--- src/tss_cfg.svh ---
// Function
// - data interrupt on new unread output data
// - status interrupt on new status; both allowed
// - direction enable; else all counts forward
// - mode byte 01H enters version mode
// - version mode writes status, output untouched
// - version code 00H to FEH, never FFH
// - in version mode next byte selects mode
// - open phase lasts exactly minimum sample time
// - close ends on transition or maximum time
// - close end starts next interval, no gap
// - free accumulators, differences per interval
// - pulse accumulator is 16-bit counter
// - time accumulator 16-bit plus 8-bit overflow
// - time base runs at 1 MHz
// - math in open phase, pulse captures accumulators
// - speed is constant times pulses over time
// - division one extra bit then rounded
// - subtract and multiply at full precision
// - invalid mode loads FFH status, wait reset
// - count source select field, eight codes
// - speed is signed 16-bit, zero is 0000H
`ifndef TSS_CFG_SVH
`define TSS_CFG_SVH
`define TSS_MODE_VERSION 8'h01
`define TSS_MODE_SPEED 8'h02
`define TSS_MODE_LAST 8'h04
`define TSS_STAT_INVALID 8'hff
`define TSS_VERSION_MAX 8'hfe
`define TSS_CLK_HZ 100_000_000
`define TSS_TB_HZ 1_000_000
`define TSS_TB_DIV (`TSS_CLK_HZ / `TSS_TB_HZ)
`define TSS_SEL_SRC_LO 0
`define TSS_SEL_SRC_HI 2
`define TSS_SEL_DIR 3
`define TSS_SEL_STAT_IRQ 4
`define TSS_SEL_DATA_IRQ 5
`define TSS_SPEED_MAX 16'h7fff
`define TSS_SPEED_ZERO 16'h0000
`define TSS_SAMPLE_SHIFT 8
`endif

--- src/tss_pkg.sv ---
package tss_pkg;
    typedef enum logic [2:0] {
        TSS_SRC_TEST, TSS_SRC_B_X1, TSS_SRC_A_X1, TSS_SRC_AB_X4,
        TSS_SRC_A_X2, TSS_SRC_B_X2, TSS_SRC_OFF, TSS_SRC_OTHER
    } tss_src_e;
endpackage

--- src/tss_sync.sv ---
`timescale 1ns/1ps
`default_nettype none
// three-stage pin synchroniser; output changes once stages two and three agree
module tss_sync
(
    input wire logic clk_sys,
    input wire logic srst,
    input wire logic pin,
    output logic level
);
    logic [2:0] stage;
    logic next_level;

    // stage 0 feeds only stage 1
    always_comb
    begin
        next_level = level;
        if (stage[1] == stage[2])
        begin
            next_level = stage[2];
        end
    end

    always_ff @(posedge clk_sys)
    begin
        if (srst)
        begin
            stage <= 3'h0;
            level <= 1'b0;
        end
        else
        begin
            stage <= {stage[1:0], pin};
            level <= next_level;
        end
    end
endmodule
`default_nettype wire

--- src/tss_divider.sv ---
`timescale 1ns/1ps
`default_nettype none
`include "tss_cfg.svh"
// restoring divider: one quotient bit per clock, one extra bit for rounding
module tss_divider
#(
    parameter int NUM_W = 40,
    parameter int DEN_W = 24
)
(
    input wire logic clk_sys,
    input wire logic srst,
    input wire logic start,
    input wire logic [NUM_W-1:0] numer,
    input wire logic [DEN_W-1:0] denom,
    output logic busy,
    output logic done,
    output logic [NUM_W:0] quot
);
    localparam int CW = $clog2(NUM_W + 2);
    logic [NUM_W:0] num_sh;
    logic [DEN_W:0] rem;
    logic [DEN_W-1:0] den;
    logic [CW-1:0] cnt;
    logic [NUM_W:0] next_num_sh;
    logic [DEN_W:0] next_rem;
    logic [DEN_W-1:0] next_den;
    logic [CW-1:0] next_cnt;
    logic [NUM_W:0] next_quot;
    logic next_busy;
    logic next_done;
    logic [DEN_W+1:0] trial;

    initial
    begin
        if (NUM_W < 2 || DEN_W < 2)
        begin
            $error("tss_divider widths too small");
        end
    end

    // numerator is shifted left once so the last quotient bit is a half
    always_comb
    begin
        next_num_sh = num_sh;
        next_rem = rem;
        next_den = den;
        next_cnt = cnt;
        next_quot = quot;
        next_busy = busy;
        next_done = 1'b0;
        trial = '0;
        if (start && !busy)
        begin
            next_num_sh = {numer, 1'b0};
            next_rem = '0;
            next_den = denom;
            next_cnt = CW'(NUM_W + 1);
            next_quot = '0;
            next_busy = 1'b1;
        end
        else if (busy)
        begin
            trial = {rem, num_sh[NUM_W]} - {2'b00, den};
            if (!trial[DEN_W+1])
            begin
                next_rem = trial[DEN_W:0];
                next_quot = {quot[NUM_W-1:0], 1'b1};
            end
            else
            begin
                next_rem = {rem[DEN_W-1:0], num_sh[NUM_W]};
                next_quot = {quot[NUM_W-1:0], 1'b0};
            end
            next_num_sh = {num_sh[NUM_W-1:0], 1'b0};
            next_cnt = cnt - CW'(1);
            if (cnt == CW'(1))
            begin
                next_busy = 1'b0;
                next_done = 1'b1;
            end
        end
    end

    always_ff @(posedge clk_sys)
    begin
        if (srst)
        begin
            num_sh <= '0;
            rem <= '0;
            den <= '0;
            cnt <= '0;
            quot <= '0;
            busy <= 1'b0;
            done <= 1'b0;
        end
        else
        begin
            num_sh <= next_num_sh;
            rem <= next_rem;
            den <= next_den;
            cnt <= next_cnt;
            quot <= next_quot;
            busy <= next_busy;
            done <= next_done;
        end
    end
endmodule
`default_nettype wire

--- src/tss_channel.sv ---
`timescale 1ns/1ps
`default_nettype none
`include "tss_cfg.svh"
// one tach channel: mode handling, sample interval, accumulators, speed
module tss_channel
    import tss_pkg::*;
#(
    parameter logic [7:0] VERSION_CODE = 8'h10, // arbitrary release code
    parameter int TB_DIV = `TSS_TB_DIV
)
(
    input wire logic clk_sys,
    input wire logic srst,
    input wire logic tach_a,
    input wire logic tach_b,
    input wire logic test_reference_source,
    input wire logic other_channel_source,
    input wire logic in_valid,
    input wire logic [7:0] in_byte,
    output logic in_ready,
    input wire logic [7:0] input_select_byte,
    input wire logic [23:0] calibration_constant,
    input wire logic [15:0] min_sample_time,
    input wire logic [15:0] max_sample_time,
    input wire logic out_read,
    input wire logic stat_read,
    output logic [15:0] channel_output_buffer,
    output logic out_full,
    output logic [7:0] channel_status_buffer,
    output logic stat_full,
    output logic [7:0] current_mode,
    output logic count_source_pulse,
    output logic irq
);
    typedef enum logic [1:0] {TSS_WAIT_MODE, TSS_VERSION, TSS_SPEED,
                              TSS_HALT} tss_mode_e;
    typedef enum logic [1:0] {TSS_FIRST, TSS_OPEN, TSS_CLOSE} tss_phase_e;

    initial
    begin
        if (TB_DIV < 1)
        begin
            $error("tss_channel time base divider must be positive");
        end
    end

    logic a_s, b_s, test_s, other_s;
    tss_sync u_sa (.clk_sys(clk_sys), .srst(srst), .pin(tach_a),
                   .level(a_s));
    tss_sync u_sb (.clk_sys(clk_sys), .srst(srst), .pin(tach_b),
                   .level(b_s));
    tss_sync u_st (.clk_sys(clk_sys), .srst(srst),
                   .pin(test_reference_source), .level(test_s));
    tss_sync u_so (.clk_sys(clk_sys), .srst(srst),
                   .pin(other_channel_source), .level(other_s));

    // ---------------- edge detection and count source
    logic a_d, b_d, test_d, other_d;
    logic a_e, b_e, a_r, b_r, test_r, other_r;
    logic cnt_ev, dir_rev;
    tss_src_e src;
    assign src = tss_src_e'(input_select_byte[`TSS_SEL_SRC_HI:`TSS_SEL_SRC_LO]);
    assign a_e = a_s ^ a_d;
    assign b_e = b_s ^ b_d;
    assign a_r = a_s & ~a_d;
    assign b_r = b_s & ~b_d;
    assign test_r = test_s & ~test_d;
    assign other_r = other_s & ~other_d;

    // select which edges count
    always_comb
    begin
        case (src)
            TSS_SRC_TEST: cnt_ev = test_r;
            TSS_SRC_B_X1: cnt_ev = b_r;
            TSS_SRC_A_X1: cnt_ev = a_r;
            TSS_SRC_AB_X4: cnt_ev = a_e | b_e;
            TSS_SRC_A_X2: cnt_ev = a_e;
            TSS_SRC_B_X2: cnt_ev = b_e;
            TSS_SRC_OFF: cnt_ev = 1'b0;
            default: cnt_ev = other_r;
        endcase
    end
    assign count_source_pulse = cnt_ev;

    // quadrature: a rising edge of a while b high means reverse
    logic dir_en;
    assign dir_en = input_select_byte[`TSS_SEL_DIR];
    assign dir_rev = dir_en & ((a_r & b_s) | (a_e & b_e));

    // ---------------- accumulators
    logic [15:0] pulse_acc, next_pulse_acc;
    logic [15:0] time_acc, next_time_acc;
    logic [7:0] time_ovf, next_time_ovf;
    localparam int TBW = $clog2(TB_DIV + 1);
    logic [TBW-1:0] tb_cnt, next_tb_cnt;
    logic tb_tick;
    assign tb_tick = (tb_cnt == '0);

    // free-running counters, never cleared except by reset
    always_comb
    begin
        next_tb_cnt = tb_tick ? TBW'(TB_DIV - 1) : tb_cnt - TBW'(1);
        next_pulse_acc = pulse_acc + 16'(cnt_ev);
        next_time_acc = time_acc + 16'(tb_tick);
        next_time_ovf = time_ovf;
        if (tb_tick && time_acc == 16'hffff)
        begin
            next_time_ovf = time_ovf + 8'h01;
        end
    end

    always_ff @(posedge clk_sys)
    begin
        if (srst)
        begin
            a_d <= 1'b0;
            b_d <= 1'b0;
            test_d <= 1'b0;
            other_d <= 1'b0;
            pulse_acc <= 16'h0000;
            time_acc <= 16'h0000;
            time_ovf <= 8'h00;
            tb_cnt <= '0;
        end
        else
        begin
            a_d <= a_s;
            b_d <= b_s;
            test_d <= test_s;
            other_d <= other_s;
            pulse_acc <= next_pulse_acc;
            time_acc <= next_time_acc;
            time_ovf <= next_time_ovf;
            tb_cnt <= next_tb_cnt;
        end
    end

    // ---------------- mode and sample interval control
    tss_mode_e mode, next_mode;
    tss_phase_e phase, next_phase;
    logic [23:0] phase_t, next_phase_t; // time-base ticks since start
    logic [15:0] cap_p, next_cap_p;
    logic [23:0] cap_t, next_cap_t;
    logic [15:0] np, next_np;
    logic [23:0] nt, next_nt;
    logic rev_seen, next_rev_seen;
    logic rev_int, next_rev_int;
    logic div_start, next_div_start;
    logic [23:0] min_ticks, max_ticks;
    logic [23:0] now_t;
    logic sample_end;
    assign min_ticks = 24'(min_sample_time) << `TSS_SAMPLE_SHIFT; // 256 us
    assign max_ticks = 24'(max_sample_time) << `TSS_SAMPLE_SHIFT;
    assign now_t = {time_ovf, time_acc};
    assign in_ready = (mode == TSS_WAIT_MODE) || (mode == TSS_VERSION);
    assign current_mode = (mode == TSS_VERSION) ? `TSS_MODE_VERSION :
                          (mode == TSS_SPEED) ? `TSS_MODE_SPEED : 8'h00;

    // interval ends on a pulse after the open phase or at the max time
    assign sample_end = (phase == TSS_CLOSE) &&
                        (cnt_ev || (phase_t >= max_ticks));

    always_comb
    begin
        next_mode = mode;
        next_phase = phase;
        next_phase_t = phase_t + 24'(tb_tick);
        next_cap_p = cap_p;
        next_cap_t = cap_t;
        next_np = np;
        next_nt = nt;
        next_rev_seen = rev_seen | dir_rev;
        next_rev_int = rev_int;
        next_div_start = 1'b0;
        if (in_valid && in_ready)
        begin
            if (in_byte == `TSS_MODE_VERSION)
            begin
                next_mode = TSS_VERSION;
            end
            else if (in_byte == `TSS_MODE_SPEED)
            begin
                next_mode = TSS_SPEED;
                next_phase = TSS_FIRST;
            end
            else
            begin
                next_mode = TSS_HALT;
            end
        end
        if (mode == TSS_SPEED)
        begin
            case (phase)
                TSS_FIRST:
                begin
                    if (cnt_ev)
                    begin
                        next_phase = TSS_OPEN;
                        next_phase_t = 24'h00_0000;
                        next_cap_p = pulse_acc;
                        next_cap_t = now_t;
                        next_rev_seen = 1'b0;
                    end
                end
                TSS_OPEN:
                begin
                    if (phase_t >= min_ticks)
                    begin
                        next_phase = TSS_CLOSE;
                    end
                end
                default:
                begin
                    if (sample_end)
                    begin
                        next_phase = TSS_OPEN;
                        next_phase_t = 24'h00_0000;
                        next_cap_p = pulse_acc;
                        next_cap_t = now_t;
                        next_np = pulse_acc - cap_p;
                        next_nt = now_t - cap_t;
                        next_rev_int = rev_seen | dir_rev;
                        next_rev_seen = 1'b0;
                        next_div_start = 1'b1;
                    end
                end
            endcase
        end
    end

    always_ff @(posedge clk_sys)
    begin
        if (srst)
        begin
            mode <= TSS_WAIT_MODE;
            phase <= TSS_FIRST;
            phase_t <= 24'h00_0000;
            cap_p <= 16'h0000;
            cap_t <= 24'h00_0000;
            np <= 16'h0000;
            nt <= 24'h00_0000;
            rev_seen <= 1'b0;
            rev_int <= 1'b0;
            div_start <= 1'b0;
        end
        else
        begin
            mode <= next_mode;
            phase <= next_phase;
            phase_t <= next_phase_t;
            cap_p <= next_cap_p;
            cap_t <= next_cap_t;
            np <= next_np;
            nt <= next_nt;
            rev_seen <= next_rev_seen;
            rev_int <= next_rev_int;
            div_start <= next_div_start;
        end
    end

    // ---------------- speed arithmetic, run while the open phase lasts
    logic [39:0] product;
    logic [40:0] quot;
    logic div_done;
    logic [40:0] rounded;
    logic [15:0] speed;
    assign product = 40'(np) * 40'(calibration_constant);

    tss_divider #(.NUM_W(40), .DEN_W(24)) u_div
    (
        .clk_sys(clk_sys),
        .srst(srst),
        .start(div_start),
        .numer(product),
        .denom((nt == 24'h00_0000) ? 24'h00_0001 : nt),
        .busy(),
        .done(div_done),
        .quot(quot)
    );

    // round the half bit away, saturate magnitude to fifteen bits
    always_comb
    begin
        rounded = (quot + 41'd1) >> 1;
        if (rev_int)
        begin
            speed = `TSS_SPEED_ZERO;
        end
        else if (rounded > 41'(`TSS_SPEED_MAX))
        begin
            speed = `TSS_SPEED_MAX;
        end
        else
        begin
            speed = rounded[15:0];
        end
    end

    // ---------------- output and status buffers with full flags
    logic [15:0] next_obuf;
    logic [7:0] next_sbuf;
    logic next_ofull, next_sfull;
    logic new_data, new_stat;
    logic [7:0] ver;
    assign ver = (VERSION_CODE > `TSS_VERSION_MAX) ? `TSS_VERSION_MAX
                                                   : VERSION_CODE;
    assign new_data = (mode == TSS_SPEED) && div_done;
    assign new_stat = (mode == TSS_VERSION) ||
                      ((mode == TSS_HALT) &&
                       channel_status_buffer != `TSS_STAT_INVALID);

    // a new posting wins over a read in the same cycle
    always_comb
    begin
        next_obuf = channel_output_buffer;
        next_sbuf = channel_status_buffer;
        next_ofull = out_full & ~out_read;
        next_sfull = stat_full & ~stat_read;
        if (new_data)
        begin
            next_obuf = speed;
            next_ofull = 1'b1;
        end
        if (mode == TSS_VERSION)
        begin
            next_sbuf = ver;
            if (channel_status_buffer != ver)
            begin
                next_sfull = 1'b1;
            end
        end
        else if (mode == TSS_HALT)
        begin
            next_sbuf = `TSS_STAT_INVALID;
            if (new_stat)
            begin
                next_sfull = 1'b1;
            end
        end
    end

    always_ff @(posedge clk_sys)
    begin
        if (srst)
        begin
            channel_output_buffer <= 16'h0000;
            channel_status_buffer <= 8'h00;
            out_full <= 1'b0;
            stat_full <= 1'b0;
            irq <= 1'b0;
        end
        else
        begin
            channel_output_buffer <= next_obuf;
            channel_status_buffer <= next_sbuf;
            out_full <= next_ofull;
            stat_full <= next_sfull;
            irq <= (input_select_byte[`TSS_SEL_DATA_IRQ] & next_ofull)
                 | (input_select_byte[`TSS_SEL_STAT_IRQ] & next_sfull);
        end
    end
endmodule
`default_nettype wire

--- config.mk ---
export PLATFORM = sky130hd
export DESIGN_NAME = tss_channel
export DESIGN_NICKNAME = d
export VERILOG_FILES = /design/src/tss_pkg.sv /design/src/tss_sync.sv /design/src/tss_divider.sv /design/src/tss_channel.sv
export VERILOG_INCLUDE_DIRS = /design/src
export SDC_FILE = /design/constraint.sdc
export NUM_CORES = 2
export LEC_CHECK = 0
export BUFFER_PORTS_ARGS = -buffer_cell sky130_fd_sc_hd__buf_4
export CAP_MARGIN = 10
export CORE_MARGIN = 3
export CORE_UTILIZATION = 55
export DETAILED_ROUTE_END_ITERATION = 10
export HOLD_SLACK_MARGIN = 0.08
export PLACE_DENSITY = 0.76
export SLEW_MARGIN = 20
export SYNTH_ARGS = -nofsm -noshare
export SYNTH_HDL_FRONTEND = slang
export SYNTH_SLANG_ARGS = --single-unit
--- constraint.sdc ---
create_clock -name clk_sys -period 14.4 [get_ports clk_sys]
set_clock_uncertainty 0.2 [all_clocks]
set_input_delay 1.44 -clock clk_sys [delete_from_list [all_inputs] [get_ports clk_sys]]
set_output_delay 1.44 -clock clk_sys [all_outputs]
set_load 0.01 [all_outputs]
After elaboration in Yosys (flattened, before gate mapping)
Index checks and enable logic that the tools add are counted.
{"block": "classes", "multipliers": 1, "reduce_logical": 26, "n_addsub": 10, "n_eq_ne": 22, "n_mux": 49, "n_lt_le_gt_ge": 3, "n_bitwise": 27}
{"cell": "24-bit 2-to-1 mux", "count": 6}
{"cell": "24-bit one-hot mux with 2 select lines", "count": 2}
{"cell": "41-bit 2-to-1 mux", "count": 2}
{"cell": "16-bit 2-to-1 mux", "count": 4}
{"cell": "24-bit greater-or-equal comparator", "count": 2}
{"cell": "41-bit by 1-bit adder with 41-bit output, second input constant", "count": 1}
{"cell": "40-bit by 15-bit > comparator with 1-bit output, second input constant", "count": 1}
{"cell": "16-bit by 24-bit multiplier with 40-bit output", "count": 1}
{"cell": "16-bit by 1-bit adder with 16-bit output", "count": 2}
{"cell": "16-bit one-hot mux with 2 select lines", "count": 1}
{"cell": "26-bit by 24-bit subtractor with 26-bit output", "count": 1}
{"cell": "25-bit 2-to-1 mux", "count": 1}
{"cell": "24-bit by 1-bit adder with 24-bit output", "count": 1}
{"cell": "24-bit zero test", "count": 1}
{"cell": "24-bit subtractor", "count": 1}
{"cell": "2-bit 2-to-1 mux", "count": 10}
{"cell": "16-bit equality test, second input constant", "count": 1}
{"cell": "16-bit subtractor", "count": 1}
{"cell": "1-bit 2-to-1 mux", "count": 15}
{"cell": "6-bit 2-to-1 mux", "count": 2}
{"cell": "1-bit bitwise AND", "count": 11}
{"cell": "5-bit 2-to-1 mux", "count": 2}
{"cell": "1-bit NOT", "count": 10}
{"cell": "3-bit equality test, second input constant", "count": 3}
{"cell": "32 further kinds", "count": 56}
{"block": "word_totals", "ff_bits": 337, "out_inout_bits": 37, "inputBits": 81, "wordCells": 179}

Depth between registers and ports, before layout
{"block": "depth", "word_depth": 9, "mapped_depth": 25, "mapped_depth_nobuf": 24}

Hierarchy
Synthesis repeated with hierarchy kept, for this count alone.
{"block": "unflattened", "hier_cells": 3622, "hier_area_um2": 30294.1}
{"module": "tss_channel", "cells_each": 2738, "area_each_um2": 22870.7, "seq_area_each_um2": 3663.5, "instances": 1}
{"module": "tss_divider", "cells_each": 844, "area_each_um2": 6972.9, "seq_area_each_um2": 2762.6, "instances": 1}
{"module": "tss_sync", "cells_each": 10, "area_each_um2": 112.6, "seq_area_each_um2": 80.1, "instances": 4}

Least setup slack after synthesis
Ideal clock, no wire load.
{"block": "synth_path", "kind": "input to register", "from": "in calibration_constant[6]", "to": "reg u_div.num_sh[34]", "cell_stages": 23, "setup_ns": 0.134, "required_time_ns": 14.066, "slack_ns": 6.797, "path_buffers": 1, "arrival_ns": 7.269, "cell_sequence": "clkbuf_1 > and2_1 > fa_1 > inv_1 > fa_1 > fa_1 > inv_1 > fa_1 > fa_1 > inv_1 > fa_1 > inv_1 > ha_1 > and3_1 > and2_1 > a32o_1 > o41a_1 > a31oi_1 > o21ai_1 > a21bo_2 > a21oi_1 > xor2_1 > o22ai_1"}
{"block": "synth_via", "elab_chain_cells": 2}
{"element": "start: declaration", "line_no": "tss_channel.sv:22", "text": "input wire logic [23:0] calibration_constant,"}
{"element": "16-bit by 24-bit multiplier with 40-bit output", "line_no": "tss_channel.sv:268", "text": "assign product = 40'(np) * 40'(calibration_constant);"}
{"element": "41-bit 2-to-1 mux", "line_no": "tss_divider.sv:53", "text": "if (start && !busy)"}
{"element": "end signal: assignment", "line_no": "tss_divider.sv:99", "text": "num_sh <= next_num_sh;"}
{"element": "end: declaration", "line_no": "tss_divider.sv:21", "text": "logic [NUM_W:0] num_sh;"}
Every way passes these cells.
A chain may end at the register's enable or synchronous reset.

Worst setup path after layout
{"block": "layout_path", "from": "in calibration_constant[5]", "to": "reg u_div.num_sh[39]"}
Same word-level chain as after synthesis.

==> impl_metrics.toml <==
[run_status]
status = "finished clean"

[power_and_ir_drop]
power_density_mw_per_mm2 = 63.7
p_leak_nw = 14.6
ir_drop_mv = 0.0731
fin_total_pwr_w = 0.00206

[floorplanning]
die_area_mm2 = 0.0572
ios = 118
core.rowCount = 84
die_x_um = 239
initial_core_util_pct = 56.3
core_mm2 = 0.0532
die_y_um = 239

[cts]
cts_root_buffer = "clkbuf_16"
postCtsSetupBuffers = 0
cts_tree = "done"
cts_hold_buf = 0
cts_resized = 0
cts_buffers = 35
clock-sinks = 337
cts_max_path_buffers = 3
clock_latency_ns = 0.54
clk_pin_slew_worst_paths_ns = 0.06
htree_levels = 2

[setup_path]
r2r_setup_slack_ns = 6.89
critical_path.max_fanout = 16
rr_startpoint = "np[5]$_SDFFE_PP0P_"
cp_common_cell = "fa_1"
timing_worst_setup_path_type = "primary input to register"
cp_num_buf_inv = 5
r2r_cells = 22
arrival_ns = 7.83
rr_endpoint = "u_div.num_sh[39]$_SDFFE_PP0P_"
cp_data_required_time_ns = 14.57
path_cells = "buf_4, and2_1, fa_1, inv_1, fa_1, fa_1, fa_1, inv_1, fa_1, inv_1, fa_1, inv_1, ha_1, a21oi_1, o21ai_0, a31oi_1, a311oi_1, or2_2, a221oi_1, a211oi_1, a21oi_1, xor2_1, a211oi_1"
slowest_delay_ns = 0.56
endpoint_kind = "register"
path_delay_family = "adder cells"
cp-start-kind = "primary input"
cpMaxStageDelayCell = "fa_1"

[sta]
setup_violations = 0
fmax_mhz = 131
final-hold-violation-count = 0
fin_crit_sh_pct = 53.2
maxSlewViolCount = 0
fin_tns_setup_ns = 0
rsz0062_at_grt = "false"
worst_pin_slew_ns = 1.08
slew_headroom_pct = 27.9
period_minus_slack_ns = 7.66

[synth]
synth_top_cell_area_share_pct = 22.5
syn_area_per_cell_um2 = 8.34
syn_inst = 3588
synth_seq_cells = 337
yosys_most_used_dff = "dfxtp_1"
ys_async_sr_fraction_pct = 0
ys_warn_count = 0
yosysUniqueCellTypes = 80
syn_area_mm2 = 0.0299
yosysTopAreaCell = "dfxtp_1"
synth_common_cells = "inv_1 (495), nand2_1 (446), dfxtp_1 (337)"
synth_most_common_cell = "inv_1"
synth_edf_count = 0
ys_seq_area_share_pct = 22.5
yosys-top-cells-area = "dfxtp_1 (23%), fa_1 (21%), ha_1 (9.2%)"

[min_path]
whs_path_depth = 1
worst_hold_path_type = "register to register"
hp-start = "u_st.stage[0]$_SDFF_PP0_"
hold_path_end = "u_st.stage[1]$_SDFF_PP0_"

[placed_design]
placed_area_mm2 = 0.0311
dp_hpwl_um = 46900
port_buffers = 109
gp_congestion = 0.866

[layout]
final_layout_size_suffix_gt1_share_pct = 6.28
area_delta_synth_final_pct = 7.84
regArea_mm2 = 0.00675
fillCellCount = 4587
stdcell_area_mm2 = 0.0323
fin_nets = 4183
multi_input_area_mm2 = 0.0206

[detailed_routing]
wl_per_cell_um = 14.8
ant_nets = 0
drc = 0
wl_um = 63300
first_pass_iters = 5
drtIter0Drc = 1315
via_per_inst = 5.42
via_count = 23200

[global_route]
grtUsageMet1_pct = 30.3
grt_pass1_wl_um = 110000
grt_max_degree = 183
grt_most_used_layer = "met2"
grt_use_total_pct = 22.8
grt_use_met2_pct = 39.6
antenna_found_initial = 0
grt-ovfl-total = 0
grt_pass1_vias = 22900
met3_usage_pct = 3.10

[run]
maxCapViolCount = 0
==> registers in the layout, indices dropped and copies added, names as in the netlist, 6 cells and up <==
signal	cells
u_div.quot	41
u_div.num_sh	40
u_div.rem	25
cap_t	24
nt	24
phase_t	24
u_div.den	24
cap_p	16
channel_output_buffer	16
np	16
pulse_acc	16
time_acc	16
time_ovf	8
tb_cnt	7
u_div.cnt	6
==> worst max-delay path by stage <==
stage / cells after the start / start / endpoint / slack [ns]
after floorplan: 23 / calibration_constant[6] / u_div.num_sh[34]$_SDFFE_PP0P_ / 6.80
after global placement: 23 / calibration_constant[5] / u_div.num_sh[39]$_SDFFE_PP0P_ / 6.28
after detailed placement: 23 / calibration_constant[7] / u_div.num_sh[39]$_SDFFE_PP0P_ / 6.25
after CTS: 23 / calibration_constant[5] / u_div.num_sh[39]$_SDFFE_PP0P_ / 6.79
after global routing: 23 / np[4]$_SDFFE_PP0P_ / u_div.num_sh[39]$_SDFFE_PP0P_ / 6.43
final: 23 / calibration_constant[5] / u_div.num_sh[39]$_SDFFE_PP0P_ / 6.74
==> final cells by class <==
cell class / count / area share, %
Clock inverter: 21 / 0.880
Clock buffer: 42 / 2.89
Multi-Input combinational cell: 2576 / 63.8
Tap cell: 688 / 2.67
Sequential cell: 337 / 20.9
Timing Repair Buffer: 129 / 3.05
Antenna cell: 1 / 0.00775
Inverter: 495 / 5.76
==> stage by stage <==
stage | hold WS, ns | worst slack [ns] | cells | util (%)
finish | 0.235 | 6.74 | 4289 | 60.7
global route | 0.267 | 6.43 | 4288 | 60.7
CTS | 0.240 | 6.79 | 4288 | 60.7
detailed placement | 0.224 | 6.25 | 4225 | 58.4
global placement | 0.218 | 6.28 | 4225 | 58.4
floorplan | 0.214 | 6.80 | 3593 | -
==> layer usage <==
metal,wire length (um),part of all wire (%)
met3,2810,4.4
met2,30700,48
met4,1220,1.9
met5,0,0
met1,28600,45
==> where the power goes <==
group	switching [W]	total, W	internal (W)
registers	0.0000123	0.000958	0.000946
clock network	0.000392	0.000954	0.000562
logic	0.0000879	0.000144	0.0000562
==> cells in the final DEF, fill, tap and decap left out, types with 7 or more instances in the layout <==
cell type,instances
and2_1,164
a211oi_1,28
xnor2_1,101
nor4_1,13
nor2b_1,43
o21a_1,15
buf_4,127
mux2i_1,93
nor2_1,307
and4_1,9
nand2_1,446
nor4b_1,7
ha_1,219
a21oi_1,243
or3_1,23
dfxtp_1,333
fa_1,309
nor3b_1,7
a31oi_1,21
o21ai_0,92
nand4_1,23
o211ai_1,12
o211ai_2,10
nand2b_1,12
and3_1,29
xor2_1,64
a221oi_1,7
or2_2,7
o31ai_1,7
inv_1,495
nor3_1,41
clkbuf_16,35
a21o_1,50
nand3_1,66
o21bai_1,8
a211o_1,8
==> cells by family (layout without fill, tap and decap cells) <==
family,count (synthesis),in the layout,synth area share [%]
AOI/OAI and AO/OA,563,563,11.8
xor gates and xnor gates,165,165,4.83
adders and majority gates,528,528,29.8
buffers and inverters,680,687,8.77
DFF,337,337,22.5
muxes,95,95,3.19
other,1,7,0.0125
and+or+nand+nor,1219,1219,19.1
Power figures use the tool's default switching activity.
